--- config.mk ---
export PLATFORM = sky130hd
export DESIGN_NAME = irt_timer_ctrl
export DESIGN_NICKNAME = d
export VERILOG_FILES = /design/src/design/irt_pkg.sv /design/src/design/irt_timer_ctrl.sv
export SDC_FILE = /design/constraint.sdc
export NUM_CORES = 1
export LEC_CHECK = 0
export BUFFER_PORTS_ARGS = -buffer_cell sky130_fd_sc_hd__buf_4
export CORE_UTILIZATION = 58
export DETAILED_ROUTE_END_ITERATION = 8
export PLACE_DENSITY_LB_ADDON = 0.15
export SLEW_MARGIN = 20
export SYNTH_ARGS = -nofsm -noshare
export SYNTH_HDL_FRONTEND = slang
export SYNTH_SLANG_ARGS = --single-unit
--- constraint.sdc ---
create_clock -name I_CLOCK -period 3.29 [get_ports I_CLOCK]
set_input_delay 0.329 -clock I_CLOCK [delete_from_list [all_inputs] [get_ports I_CLOCK]]
set_output_delay 0.329 -clock I_CLOCK [all_outputs]
set_load 0.01 [all_outputs]
--- src/design/irt_pkg.sv ---
package irt_pkg;

	// register offsets inside the counter/timer expanded register group
	localparam logic [3:0] IRT_SHARED_OFS = 4'h1;
	localparam logic [3:0] IRT_WIDE_OFS = 4'h2;

	// timer_shared_control field positions
	localparam int IRT_MODE_BIT = 7;
	localparam int IRT_SEL_BIT = 6;
	localparam int IRT_FN_HI = 5;
	localparam int IRT_FN_LO = 4;
	localparam int IRT_SUB_HI = 3;
	localparam int IRT_SUB_LO = 2;
	localparam int IRT_NARROW_INIT_BIT = 1;
	localparam int IRT_WIDE_INIT_BIT = 0;

	// wide_timer_control field positions
	localparam int IRT_RUN_BIT = 7;
	localparam int IRT_SINGLE_BIT = 6;
	localparam int IRT_TIMEOUT_BIT = 5;
	localparam int IRT_PRE_HI = 4;
	localparam int IRT_PRE_LO = 3;
	localparam int IRT_CAP_MASK_BIT = 2;
	localparam int IRT_TO_MASK_BIT = 1;
	localparam int IRT_PIN_SEL_BIT = 0;

	localparam logic [7:0] IRT_SHARED_RESET = 8'h00;
	localparam logic [7:0] IRT_WIDE_RESET = 8'h00;

	// two-bit field codes
	localparam logic [1:0] IRT_FN_AND = 2'h0;
	localparam logic [1:0] IRT_FN_OR = 2'h1;
	localparam logic [1:0] IRT_FN_NOR = 2'h2;
	localparam logic [1:0] IRT_FN_NAND = 2'h3;
	localparam logic [1:0] IRT_EDGE_FALL = 2'h0;
	localparam logic [1:0] IRT_EDGE_RISE = 2'h1;
	localparam logic [1:0] IRT_EDGE_BOTH = 2'h2;
	localparam logic [1:0] IRT_SUB_NORMAL = 2'h1 - 2'h1;
	localparam logic [1:0] IRT_SUB_PINGPONG = 2'h1;
	localparam logic [1:0] IRT_FILT_SHORT = 2'h1;
	localparam logic [1:0] IRT_FILT_LONG = 2'h2;
	localparam logic [1:0] IRT_PRE_DIV1 = 2'h0;
	localparam logic [1:0] IRT_PRE_DIV2 = 2'h1;
	localparam logic [1:0] IRT_PRE_DIV4 = 2'h2;

	// glitch filter widths in system clock cycles
	localparam logic [3:0] IRT_FILT_SHORT_CYCLES = 4'h4;
	localparam logic [3:0] IRT_FILT_LONG_CYCLES = 4'h8;

endpackage

--- src/design/irt_timer_ctrl.sv ---
`timescale 1ns/1ns
`default_nettype none

module irt_timer_ctrl (
	input wire logic I_CLOCK,
	input wire logic I_RESET_N,
	input wire logic I_REG_WR,
	input wire logic [3:0] I_REG_ADDR,
	input wire logic [7:0] I_REG_WDATA,
	input wire logic I_NARROW_RUN,
	input wire logic I_NARROW_TOGGLE,
	input wire logic I_WIDE_TERMINAL,
	input wire logic I_WIDE_CAPTURE,
	input wire logic I_PORT_COMBINED,
	input wire logic I_PORT_WIDE,
	input wire logic I_DEMOD_PIN_A,
	input wire logic I_DEMOD_PIN_B,
	output logic [7:0] O_REG_RDATA,
	output logic O_COMBINED_OUTPUT_PIN,
	output logic O_WIDE_TIMER_OUTPUT_PIN,
	output logic O_NARROW_TIMER_OUTPUT,
	output logic O_WIDE_TIMER_OUTPUT,
	output logic O_WIDE_TIMER_RUN,
	output logic O_WIDE_SINGLE_PASS,
	output logic O_WIDE_EDGE_ENABLE,
	output logic O_WIDE_PRESCALE_TICK,
	output logic O_PING_PONG,
	output logic O_DEMOD_MODE,
	output logic O_EDGE_RISE,
	output logic O_EDGE_FALL,
	output logic O_WIDE_CAPTURE_IRQ,
	output logic O_WIDE_TIMEOUT_IRQ
);

	function automatic logic combine(input logic [1:0] fn, input logic a, input logic b);
		logic r;
		r = 1'b0;
		unique case (fn)
			irt_pkg::IRT_FN_AND: r = a & b;
			irt_pkg::IRT_FN_OR: r = a | b;
			irt_pkg::IRT_FN_NOR: r = ~(a | b);
			irt_pkg::IRT_FN_NAND: r = ~(a & b);
		endcase
		return r;
	endfunction

	function automatic logic [2:0] prescale_mask(input logic [1:0] sel);
		logic [2:0] m;
		m = 3'h7;
		unique case (sel)
			irt_pkg::IRT_PRE_DIV1: m = 3'h0;
			irt_pkg::IRT_PRE_DIV2: m = 3'h1;
			irt_pkg::IRT_PRE_DIV4: m = 3'h3;
			default: m = 3'h7;
		endcase
		return m;
	endfunction

	logic [7:0] shared_ctl;
	logic [7:0] wide_ctl;
	logic [7:0] next_shared_ctl;
	logic [7:0] next_wide_ctl;
	logic narrow_out;
	logic wide_out;
	logic narrow_run_d;
	logic wide_run_d;
	logic [2:0] pre_cnt;
	logic filt;
	logic filt_d;
	logic [3:0] filt_cnt;

	// register decode
	wire wr_shared = I_REG_WR && (I_REG_ADDR == irt_pkg::IRT_SHARED_OFS);
	wire wr_wide = I_REG_WR && (I_REG_ADDR == irt_pkg::IRT_WIDE_OFS);
	wire [7:0] rd_mux = (I_REG_ADDR == irt_pkg::IRT_SHARED_OFS) ? shared_ctl :
		(I_REG_ADDR == irt_pkg::IRT_WIDE_OFS) ? wide_ctl : 8'h00;

	// shared control fields, then the wide run and prescale fields
	wire demod = shared_ctl[irt_pkg::IRT_MODE_BIT];
	wire sel = shared_ctl[irt_pkg::IRT_SEL_BIT];
	wire [1:0] fn = shared_ctl[irt_pkg::IRT_FN_HI:irt_pkg::IRT_FN_LO];
	wire [1:0] sub = shared_ctl[irt_pkg::IRT_SUB_HI:irt_pkg::IRT_SUB_LO];
	wire narrow_init = shared_ctl[irt_pkg::IRT_NARROW_INIT_BIT];
	wire wide_init = shared_ctl[irt_pkg::IRT_WIDE_INIT_BIT];
	wire wide_run = wide_ctl[irt_pkg::IRT_RUN_BIT];
	wire [1:0] pre_sel = wide_ctl[irt_pkg::IRT_PRE_HI:irt_pkg::IRT_PRE_LO];

	// demodulation input path
	wire fin = sel ? I_DEMOD_PIN_B : I_DEMOD_PIN_A;
	wire [3:0] filt_width = (!demod) ? 4'h0 :
		(sub == irt_pkg::IRT_FILT_SHORT) ? irt_pkg::IRT_FILT_SHORT_CYCLES :
		(sub == irt_pkg::IRT_FILT_LONG) ? irt_pkg::IRT_FILT_LONG_CYCLES : 4'h0;
	wire filt_take = (filt_width == 4'h0) || (fin != filt && filt_cnt == filt_width - 4'h1);
	wire raw_rise = filt && !filt_d;
	wire raw_fall = !filt && filt_d;
	// reserved code 11 reports nothing
	wire rise_rep = demod && raw_rise && (fn == irt_pkg::IRT_EDGE_RISE || fn == irt_pkg::IRT_EDGE_BOTH);
	wire fall_rep = demod && raw_fall && (fn == irt_pkg::IRT_EDGE_FALL || fn == irt_pkg::IRT_EDGE_BOTH);

	// transmit output path
	wire forced = !demod && sub[1];
	wire narrow_start = I_NARROW_RUN && !narrow_run_d;
	wire wide_start = wide_run && !wide_run_d;
	wire next_narrow_out = demod ? narrow_out :
		!I_NARROW_RUN ? ~narrow_init :
		narrow_start ? narrow_init :
		I_NARROW_TOGGLE ? ~narrow_out : narrow_out;
	wire next_wide_out = forced ? sub[0] :
		demod ? wide_out :
		!wide_run ? ~wide_init :
		wide_start ? wide_init :
		I_WIDE_TERMINAL ? ~wide_out : wide_out;
	wire combined_sel = !demod && sel;
	wire next_combined = combined_sel ? combine(fn, narrow_out, wide_out) : I_PORT_COMBINED;
	wire next_wide_pin = wide_ctl[irt_pkg::IRT_PIN_SEL_BIT] ? wide_out : I_PORT_WIDE;
	wire next_pingpong = !demod && (sub == irt_pkg::IRT_SUB_PINGPONG);
	wire next_single = !demod && wide_ctl[irt_pkg::IRT_SINGLE_BIT];
	wire next_edge_en = demod && !wide_ctl[irt_pkg::IRT_SINGLE_BIT];
	wire [2:0] pmask = prescale_mask(pre_sel);
	wire next_tick = wide_run && ((pre_cnt & pmask) == pmask);

	always_comb begin
		next_shared_ctl = shared_ctl;
		if (wr_shared) begin
			next_shared_ctl[7:2] = I_REG_WDATA[7:2];
			// in demodulation the low bits are write-one-to-clear flags
			if (demod) begin
				next_shared_ctl[1:0] = shared_ctl[1:0] & ~I_REG_WDATA[1:0];
			end else begin
				next_shared_ctl[1:0] = I_REG_WDATA[1:0];
			end
		end
		// a set in the same cycle as a clear wins
		if (rise_rep) begin
			next_shared_ctl[irt_pkg::IRT_NARROW_INIT_BIT] = 1'b1;
		end
		if (fall_rep) begin
			next_shared_ctl[irt_pkg::IRT_WIDE_INIT_BIT] = 1'b1;
		end
	end

	always_comb begin
		next_wide_ctl = wide_ctl;
		if (wr_wide) begin
			next_wide_ctl = I_REG_WDATA;
			next_wide_ctl[irt_pkg::IRT_TIMEOUT_BIT] = wide_ctl[irt_pkg::IRT_TIMEOUT_BIT] &
				~I_REG_WDATA[irt_pkg::IRT_TIMEOUT_BIT];
		end
		if (I_WIDE_TERMINAL) begin
			next_wide_ctl[irt_pkg::IRT_TIMEOUT_BIT] = 1'b1;
		end
	end

	always_ff @(posedge I_CLOCK or negedge I_RESET_N) begin
		if (!I_RESET_N) begin
			shared_ctl <= irt_pkg::IRT_SHARED_RESET;
			wide_ctl <= irt_pkg::IRT_WIDE_RESET;
		end else begin
			shared_ctl <= next_shared_ctl;
			wide_ctl <= next_wide_ctl;
		end
	end

	// glitch filter: a level is taken only after it has stood for the full width
	always_ff @(posedge I_CLOCK or negedge I_RESET_N) begin
		if (!I_RESET_N) begin
			filt <= 1'b0;
			filt_d <= 1'b0;
			filt_cnt <= 4'h0;
		end else begin
			filt_d <= filt;
			if (filt_take) begin
				filt <= fin;
				filt_cnt <= 4'h0;
			end else if (fin == filt) begin
				filt_cnt <= 4'h0;
			end else begin
				filt_cnt <= filt_cnt + 4'h1;
			end
		end
	end

	// prescaler restarts with every start so the first tick lands predictably
	always_ff @(posedge I_CLOCK or negedge I_RESET_N) begin
		if (!I_RESET_N) begin
			pre_cnt <= 3'h0;
		end else if (!wide_run) begin
			pre_cnt <= 3'h0;
		end else begin
			pre_cnt <= pre_cnt + 3'h1;
		end
	end

	always_ff @(posedge I_CLOCK or negedge I_RESET_N) begin
		if (!I_RESET_N) begin
			narrow_out <= 1'b1;
			wide_out <= 1'b1;
			narrow_run_d <= 1'b0;
			wide_run_d <= 1'b0;
		end else begin
			narrow_out <= next_narrow_out;
			wide_out <= next_wide_out;
			narrow_run_d <= I_NARROW_RUN;
			wide_run_d <= wide_run;
		end
	end

	always_ff @(posedge I_CLOCK or negedge I_RESET_N) begin
		if (!I_RESET_N) begin
			O_REG_RDATA <= 8'h00;
			O_COMBINED_OUTPUT_PIN <= 1'b0;
			O_WIDE_TIMER_OUTPUT_PIN <= 1'b0;
			O_PING_PONG <= 1'b0;
			O_DEMOD_MODE <= 1'b0;
			O_EDGE_RISE <= 1'b0;
			O_EDGE_FALL <= 1'b0;
			O_WIDE_PRESCALE_TICK <= 1'b0;
			O_WIDE_CAPTURE_IRQ <= 1'b0;
			O_WIDE_TIMEOUT_IRQ <= 1'b0;
			O_WIDE_SINGLE_PASS <= 1'b0;
			O_WIDE_EDGE_ENABLE <= 1'b0;
		end else begin
			O_REG_RDATA <= rd_mux;
			O_COMBINED_OUTPUT_PIN <= next_combined;
			O_WIDE_TIMER_OUTPUT_PIN <= next_wide_pin;
			O_PING_PONG <= next_pingpong;
			O_DEMOD_MODE <= demod;
			O_EDGE_RISE <= rise_rep;
			O_EDGE_FALL <= fall_rep;
			O_WIDE_PRESCALE_TICK <= next_tick;
			O_WIDE_CAPTURE_IRQ <= I_WIDE_CAPTURE && wide_ctl[irt_pkg::IRT_CAP_MASK_BIT];
			O_WIDE_TIMEOUT_IRQ <= I_WIDE_TERMINAL && wide_ctl[irt_pkg::IRT_TO_MASK_BIT];
			O_WIDE_SINGLE_PASS <= next_single;
			O_WIDE_EDGE_ENABLE <= next_edge_en;
		end
	end

	// plain copies of control state toward the counting engines
	assign O_NARROW_TIMER_OUTPUT = narrow_out;
	assign O_WIDE_TIMER_OUTPUT = wide_out;
	assign O_WIDE_TIMER_RUN = wide_run;
endmodule

`default_nettype wire

[Word level (Yosys, flattened, before mapping)]
Index checks and enable logic that the tools add are counted.
Word-level totals
  memories kept: 0
  word-level logic and storage cells: 121
  latch bits: 0
  register bits: 48
  RAM bits: 0
  ROM bits: 0
  bits of input ports: 23
Cells by class
  $add $sub $neg: 3
  bitwise logic cells: 14
  magnitude comparators: 0
  multiplexer cells: 27
  multipliers: 0
  div/mod/pow operators: 0
  equality and inequality tests: 16
  reductions and logical operators: 36
  shift-type cells: 0
Operators by type and width (count)
  $mux 4: 5
  $logic_and 1x1->1: 19
  $mux 8: 2
  $mux 1: 14
  $pmux 3 s3: 1
  $eq 2x2->1 const B: 4
  $not 1->1: 8
  $eq 2x1->1 const B: 3
  $logic_not 1->1: 6
  $mux 6: 1
  $reduce_bool 2->1: 3
  $add 4x1->4 const B: 1
  $eq 4x1->1 const B: 1
  $eq 4x2->1 const B: 1
  $eq 4x4->1: 1
  $logic_not 2->1: 2
  $logic_not 4->1: 1
  $mux 2: 2
  $ne 4x2->1 const B: 1
  $pmux 1 s4: 1
  $reduce_and 2->1: 2
  $sub 4x1->4 const B: 1
  $add 3x1->3 const B: 1
  $and 3x3->3: 1
  11 further kinds: 14

[Logic depth before layout (Yosys ltp)]
  word-level depth: 9
  gate-level depth with buffers: 7
  mapped depth without buffers: 7

[Least setup slack after synthesis]
No wires, ideal clock.
  path kind: reg-to-reg
  from: register shared_ctl[7]
  to: register filt
  stages on the path, launching flop included: 8
  data arrival time: 1.725 ns
  setup slack: 1.486 ns
  period minus slack after synthesis: 1.804 ns
  setup time: 0.079 ns
  required time: 3.211 ns
  cell sequence: dfrtp_1 > clkbuf_1 > nand3b_1 > ha_1 > xor2_1 > nand2_1 > o21bai_1 > mux2i_1
On the way
  cells in the longest elaborated chain, start to end: 5
  elaborated cells between the ends (all ways): 6
  those cells by class: 1 x add/sub; 1 x eq/ne; 1 x mux; 3 x reduce/logical
Ends and longest elaborated chain
  start, declared: line irt_timer_ctrl.sv:59  | logic [7:0] shared_ctl;
  start signal, assigned: line irt_timer_ctrl.sv:156  | shared_ctl <= irt_pkg::IRT_SHARED_RESET;
  start signal, assigned: line irt_timer_ctrl.sv:159  | shared_ctl <= next_shared_ctl;
  $mux 4 *: line irt_timer_ctrl.sv:90  | wire [3:0] filt_width = (!demod) ? 4'h0 :
  $sub 4x1->4: line irt_timer_ctrl.sv:93  | wire filt_take = (filt_width == 4'h0) || (fin != filt && filt_cnt == filt_width - 4'h1);
  $eq 4x4->1: line irt_timer_ctrl.sv:93
  $logic_and 1x1->1: line irt_timer_ctrl.sv:93
  $logic_or 1x1->1 *: line irt_timer_ctrl.sv:93
  end signal, assigned: line irt_timer_ctrl.sv:173  | filt <= fin;
  end, declared: line irt_timer_ctrl.sv:68  | logic filt;
Mark *: on every way between the ends. The rest lies on a longest branch, timed or not.
A chain may end at the register's enable or synchronous reset.

[Worst setup path after layout]
Same ends and word-level chain as after synthesis.

==> impl_metrics.py <==
metrics = {
    "synth": {
        "syn_area_per_cell_um2": 12.1,
        "synthesized_net_count": 208,
        "yosysSeqAreaShare_pct": 56.3,
        "synth-seq-cells": 48,
        "synth_cell_type_count": 41,
        "syn-instance-count": 177,
        "post_synth_instance_area_um2": 2140,
        "yosysWarningCount": 0,
    },
    "power_and_ir_drop": {
        "power_mw": 1.67,
        "power.density_nw_per_um2": 639,
        "vdd_drop_max_uv": 351,
        "total_leakage_power_nw": 1.25,
    },
    "timing": {
        "finalClockSkew_ns": 0.00523,
        "timing.final.crit_share_pct": 69.9,
        "finalSetupViolCount": 0,
        "worstMarginPinSlew_ns": 0.575,
        "final_hold_viol_count": 0,
        "final-max-slew-violation-count": 0,
        "relSlewSlack_pct": 61.7,
        "max_freq_ghz": 0.435,
        "totalNegativeSetupSlack_ns": 0,
        "finalCriticalPeriod_ns": 2.30,
        "grt_setup_unrepaired": "false",
    },
    "route": {
        "drt_antenna_net_count": 0,
        "via_count": 1511,
        "drt-total-wl_um": 4180,
        "vias_per_cell": 5.60,
        "tritonroute_pass_1_iters": 4,
        "wl_per_cell_um": 15.5,
        "route.detailed.drc": 0,
        "drt_iter0_markers": 74,
    },
    "setup_path": {
        "timing.rr.start": "shared_ctl[7]",
        "crit_path_max_incr_delay_ns": 0.69,
        "worst-path-stages": 7,
        "reg2regPathDepth": 7,
        "setup.worst_path.class": "flip-flop to flip-flop",
        "worstPathRequired_ns": 3.51,
        "crit_path_top_delay_cell": "dfrtp_1",
        "worst-path-buf-inv": 1,
        "r2r_end": "filt",
        "crit_path_cell_trace": "and3b_1 -> inv_1 -> ha_1 -> xor2_1 -> nand2_1 -> o21bai_1 -> mux2i_1",
        "regToRegSetupSlack_ns": 0.99,
        "cp_data_arrival_time_ns": 2.52,
        "worst_path_dominant_cell_family": "flip-flops",
        "critPathCaptureType": "flip-flop",
        "cp_max_fo": 18,
        "crit_path_start_kind": "flip-flop",
    },
    "grt": {
        "largest_net_degree_at_the_start_of_global_routing": 49,
        "grt_use_met1_pct": 29.7,
        "grt_pass1_vias": 1534,
        "global_route_wire_length_before_repair_um": 6960,
        "global_route.usage.total_pct": 23.3,
        "globalRouteMet3Util_pct": 6.20,
        "globalRouteOverflowTotal": 0,
        "busiest_layer": "met2",
        "use_met2_pct": 38.9,
        "grt_antenna_before_repair": 0,
    },
    "clocking": {
        "clk_pin_slew_ns": 0.09,
        "cts_buffers": 5,
        "cts_max_level": 2,
        "cts_hold_buffers": 0,
        "post_cts_setup_repair_bufs": 0,
        "postCtsResizedCells": 0,
        "clockRootBuffer": "clkbuf_8",
        "cts_tree": "built",
        "insertion_delay_ns": 0.30,
        "cts.path.max_buffers": 2,
        "clock-sinks": 48,
    },
    "floorplan": {
        "row_cnt": 21,
        "core_area_um2": 3440,
        "design.portCount": 45,
        "die_h_um": 62.7,
        "die_area_um2": 3930,
        "die_w_um": 62.7,
        "start_util_pct": 62.1,
    },
    "layout": {
        "fillers": 244,
        "utilization_pct": 76.0,
        "final_instance_area_um2": 2620,
        "area_growth_from_synthesis_to_layout_pct": 22.4,
        "antenna_cells": 0,
        "finalNetCount": 254,
        "drive_gt1_share_pct": 32.6,
    },
    "hold_path": {
        "worstHoldPathType": "input pin to async pin",
    },
    "placed_design": {
        "post_dp_cell_area_um2": 2490,
        "port_buffers": 44,
        "dp.final_hpwl_um": 2960,
        "gp_congestion": 0.845,
    },
    "status": {
        "run_status": "completed",
    },
    "run": {
        "drv.max_cap_violation_count": 0,
    },
}
[final cells by class]
cell class	instances	area, µm²	area share (%)
Clock buffer	6	82.6	3.16
Clock inverter	2	38.8	1.48
Inverter	9	33.8	1.29
Multi-Input combinational cell	115	870	33.2
Sequential cell	48	1200	46.0
Tap cell	46	57.6	2.20
Timing Repair Buffer	44	330	12.6
[Yosys cell counts (all sizes together)]
cell    instances  area [µm²]
or2             1        6.26
nand4           1        6.26
mux2           13         146
dfrtp          46        1150
o211ai          3        22.5
nand2b          1        6.26
clkbuf          3        11.3
buf             2        18.8
mux2i           6        60.1
nand2           9        33.8
and2b           1        8.76
o2111a          1        11.3
inv             9        33.8
a221o           1        10.0
nor3b           1        7.51
dfstp           2        52.6
nand3           3        32.5
ha              8         100
o21bai          2        15.0
nor3            3        15.0
xor2            2        17.5
and4b           1        10.0
a22oi           8        60.1
and3b           1        8.76
nor2b           7        51.3
a21oi           5        25.0
nand3b          2        15.0
o21a            2        15.0
and2            5        31.3
o311ai          2        17.5
nor4            1        6.26
a21o            2        15.0
nor2           14        55.1
xnor2           3        26.3
o21ai           5        25.0
a211o           1        8.76
[logic make-up (layout without fill, tap and decap cells)]
family,count (synthesis),count (layout),synth area share (%)
mux,19,19,9.66
xor+xnor,5,5,2.05
compound gates,32,32,10.5
flops,48,48,56.3
buf+inv,14,61,2.99
simple gates,51,51,13.8
fa+ha+maj,8,8,4.68
[cell usage in the layout, fill, tap and decap left out, types with 2 or more instances in the layout]
| cell | n |
|---|---|
| buf_4 | 44 |
| a22oi_1 | 8 |
| o21a_1 | 2 |
| o21ai_0 | 5 |
| mux2i_1 | 6 |
| dfrtp_1 | 46 |
| o211ai_1 | 3 |
| o311ai_0 | 2 |
| and2_1 | 5 |
| a21o_1 | 2 |
| ha_1 | 8 |
| xnor2_1 | 3 |
| a21oi_1 | 5 |
| dfstp_2 | 2 |
| nor3_1 | 3 |
| inv_1 | 9 |
| xor2_1 | 2 |
| nand3b_1 | 2 |
| nor2_1 | 13 |
| o21bai_1 | 2 |
| nand2_1 | 9 |
| mux2_2 | 13 |
| clkbuf_8 | 6 |
| nor2b_1 | 6 |
[worst reg2reg max path, delay by kind of cell (launching register included)]
kind	cells	cell delay [ns]
fa+ha+maj	1	0.34
compound gates	1	0.20
buf+inv	1	0.09
xor+xnor	1	0.24
flops	1	0.69
simple gates	2	0.46
mux	1	0.20
[sequential cells by signal, indices dropped and copies added, names as in the netlist]
| signal | flops |
|---|---|
| O_WIDE_TIMER_OUTPUT_PIN | 1 |
| O_WIDE_EDGE_ENABLE | 1 |
| O_PING_PONG | 1 |
| O_REG_RDATA | 8 |
| narrow_run_d | 1 |
| O_NARROW_TIMER_OUTPUT | 1 |
| wide_ctl | 8 |
| O_WIDE_TIMEOUT_IRQ | 1 |
| filt_d | 1 |
| O_COMBINED_OUTPUT_PIN | 1 |
| O_WIDE_PRESCALE_TICK | 1 |
| O_DEMOD_MODE | 1 |
| O_WIDE_CAPTURE_IRQ | 1 |
| pre_cnt | 3 |
| filt | 1 |
| O_WIDE_TIMER_OUTPUT | 1 |
| wide_run_d | 1 |
| O_EDGE_RISE | 1 |
| filt_cnt | 4 |
| shared_ctl | 8 |
| O_EDGE_FALL | 1 |
| O_WIDE_SINGLE_PASS | 1 |
[worst max path at each step]
stage                              from   end  slack (ns)
after floorplan           shared_ctl[7]  filt        1.49
after global placement    shared_ctl[7]  filt        1.24
after detailed placement  shared_ctl[7]  filt        1.12
after CTS                 shared_ctl[7]  filt        1.01
after global routing      shared_ctl[7]  filt        0.84
final                     shared_ctl[7]  filt        0.99
[per-stage QoR]
stage | std cells | hold WS (ns) | worst slack [ns]
finish | 270 | 0.0205 | 0.990
global route | 270 | 0.0657 | 0.841
floorplan | 177 | 0.0334 | 1.49
CTS | 270 | 0.0469 | 1.01
detailed placement | 262 | 0.368 | 1.12
global placement | 262 | 0.363 | 1.24
[metal layers]
| metal | vias to the layer above | share of wire, % |
|---|---|---|
| li1 | 709 | - |
| met1 | 748 | 43 |
| met3 | 8 | 5.0 |
| met2 | 46 | 51 |
| met5 | - | 0 |
| met4 | 0 | 1.4 |
[power breakdown]
part / switching (mW) / internal (mW) / leakage, nW
clock: 0.194 / 0.248 / 0.0614
combinational: 0.168 / 0.215 / 0.583
sequential: 0.132 / 0.715 / 0.607
total: 0.493 / 1.18 / 1.25
Note: power is estimated with default switching activity, not from simulation.
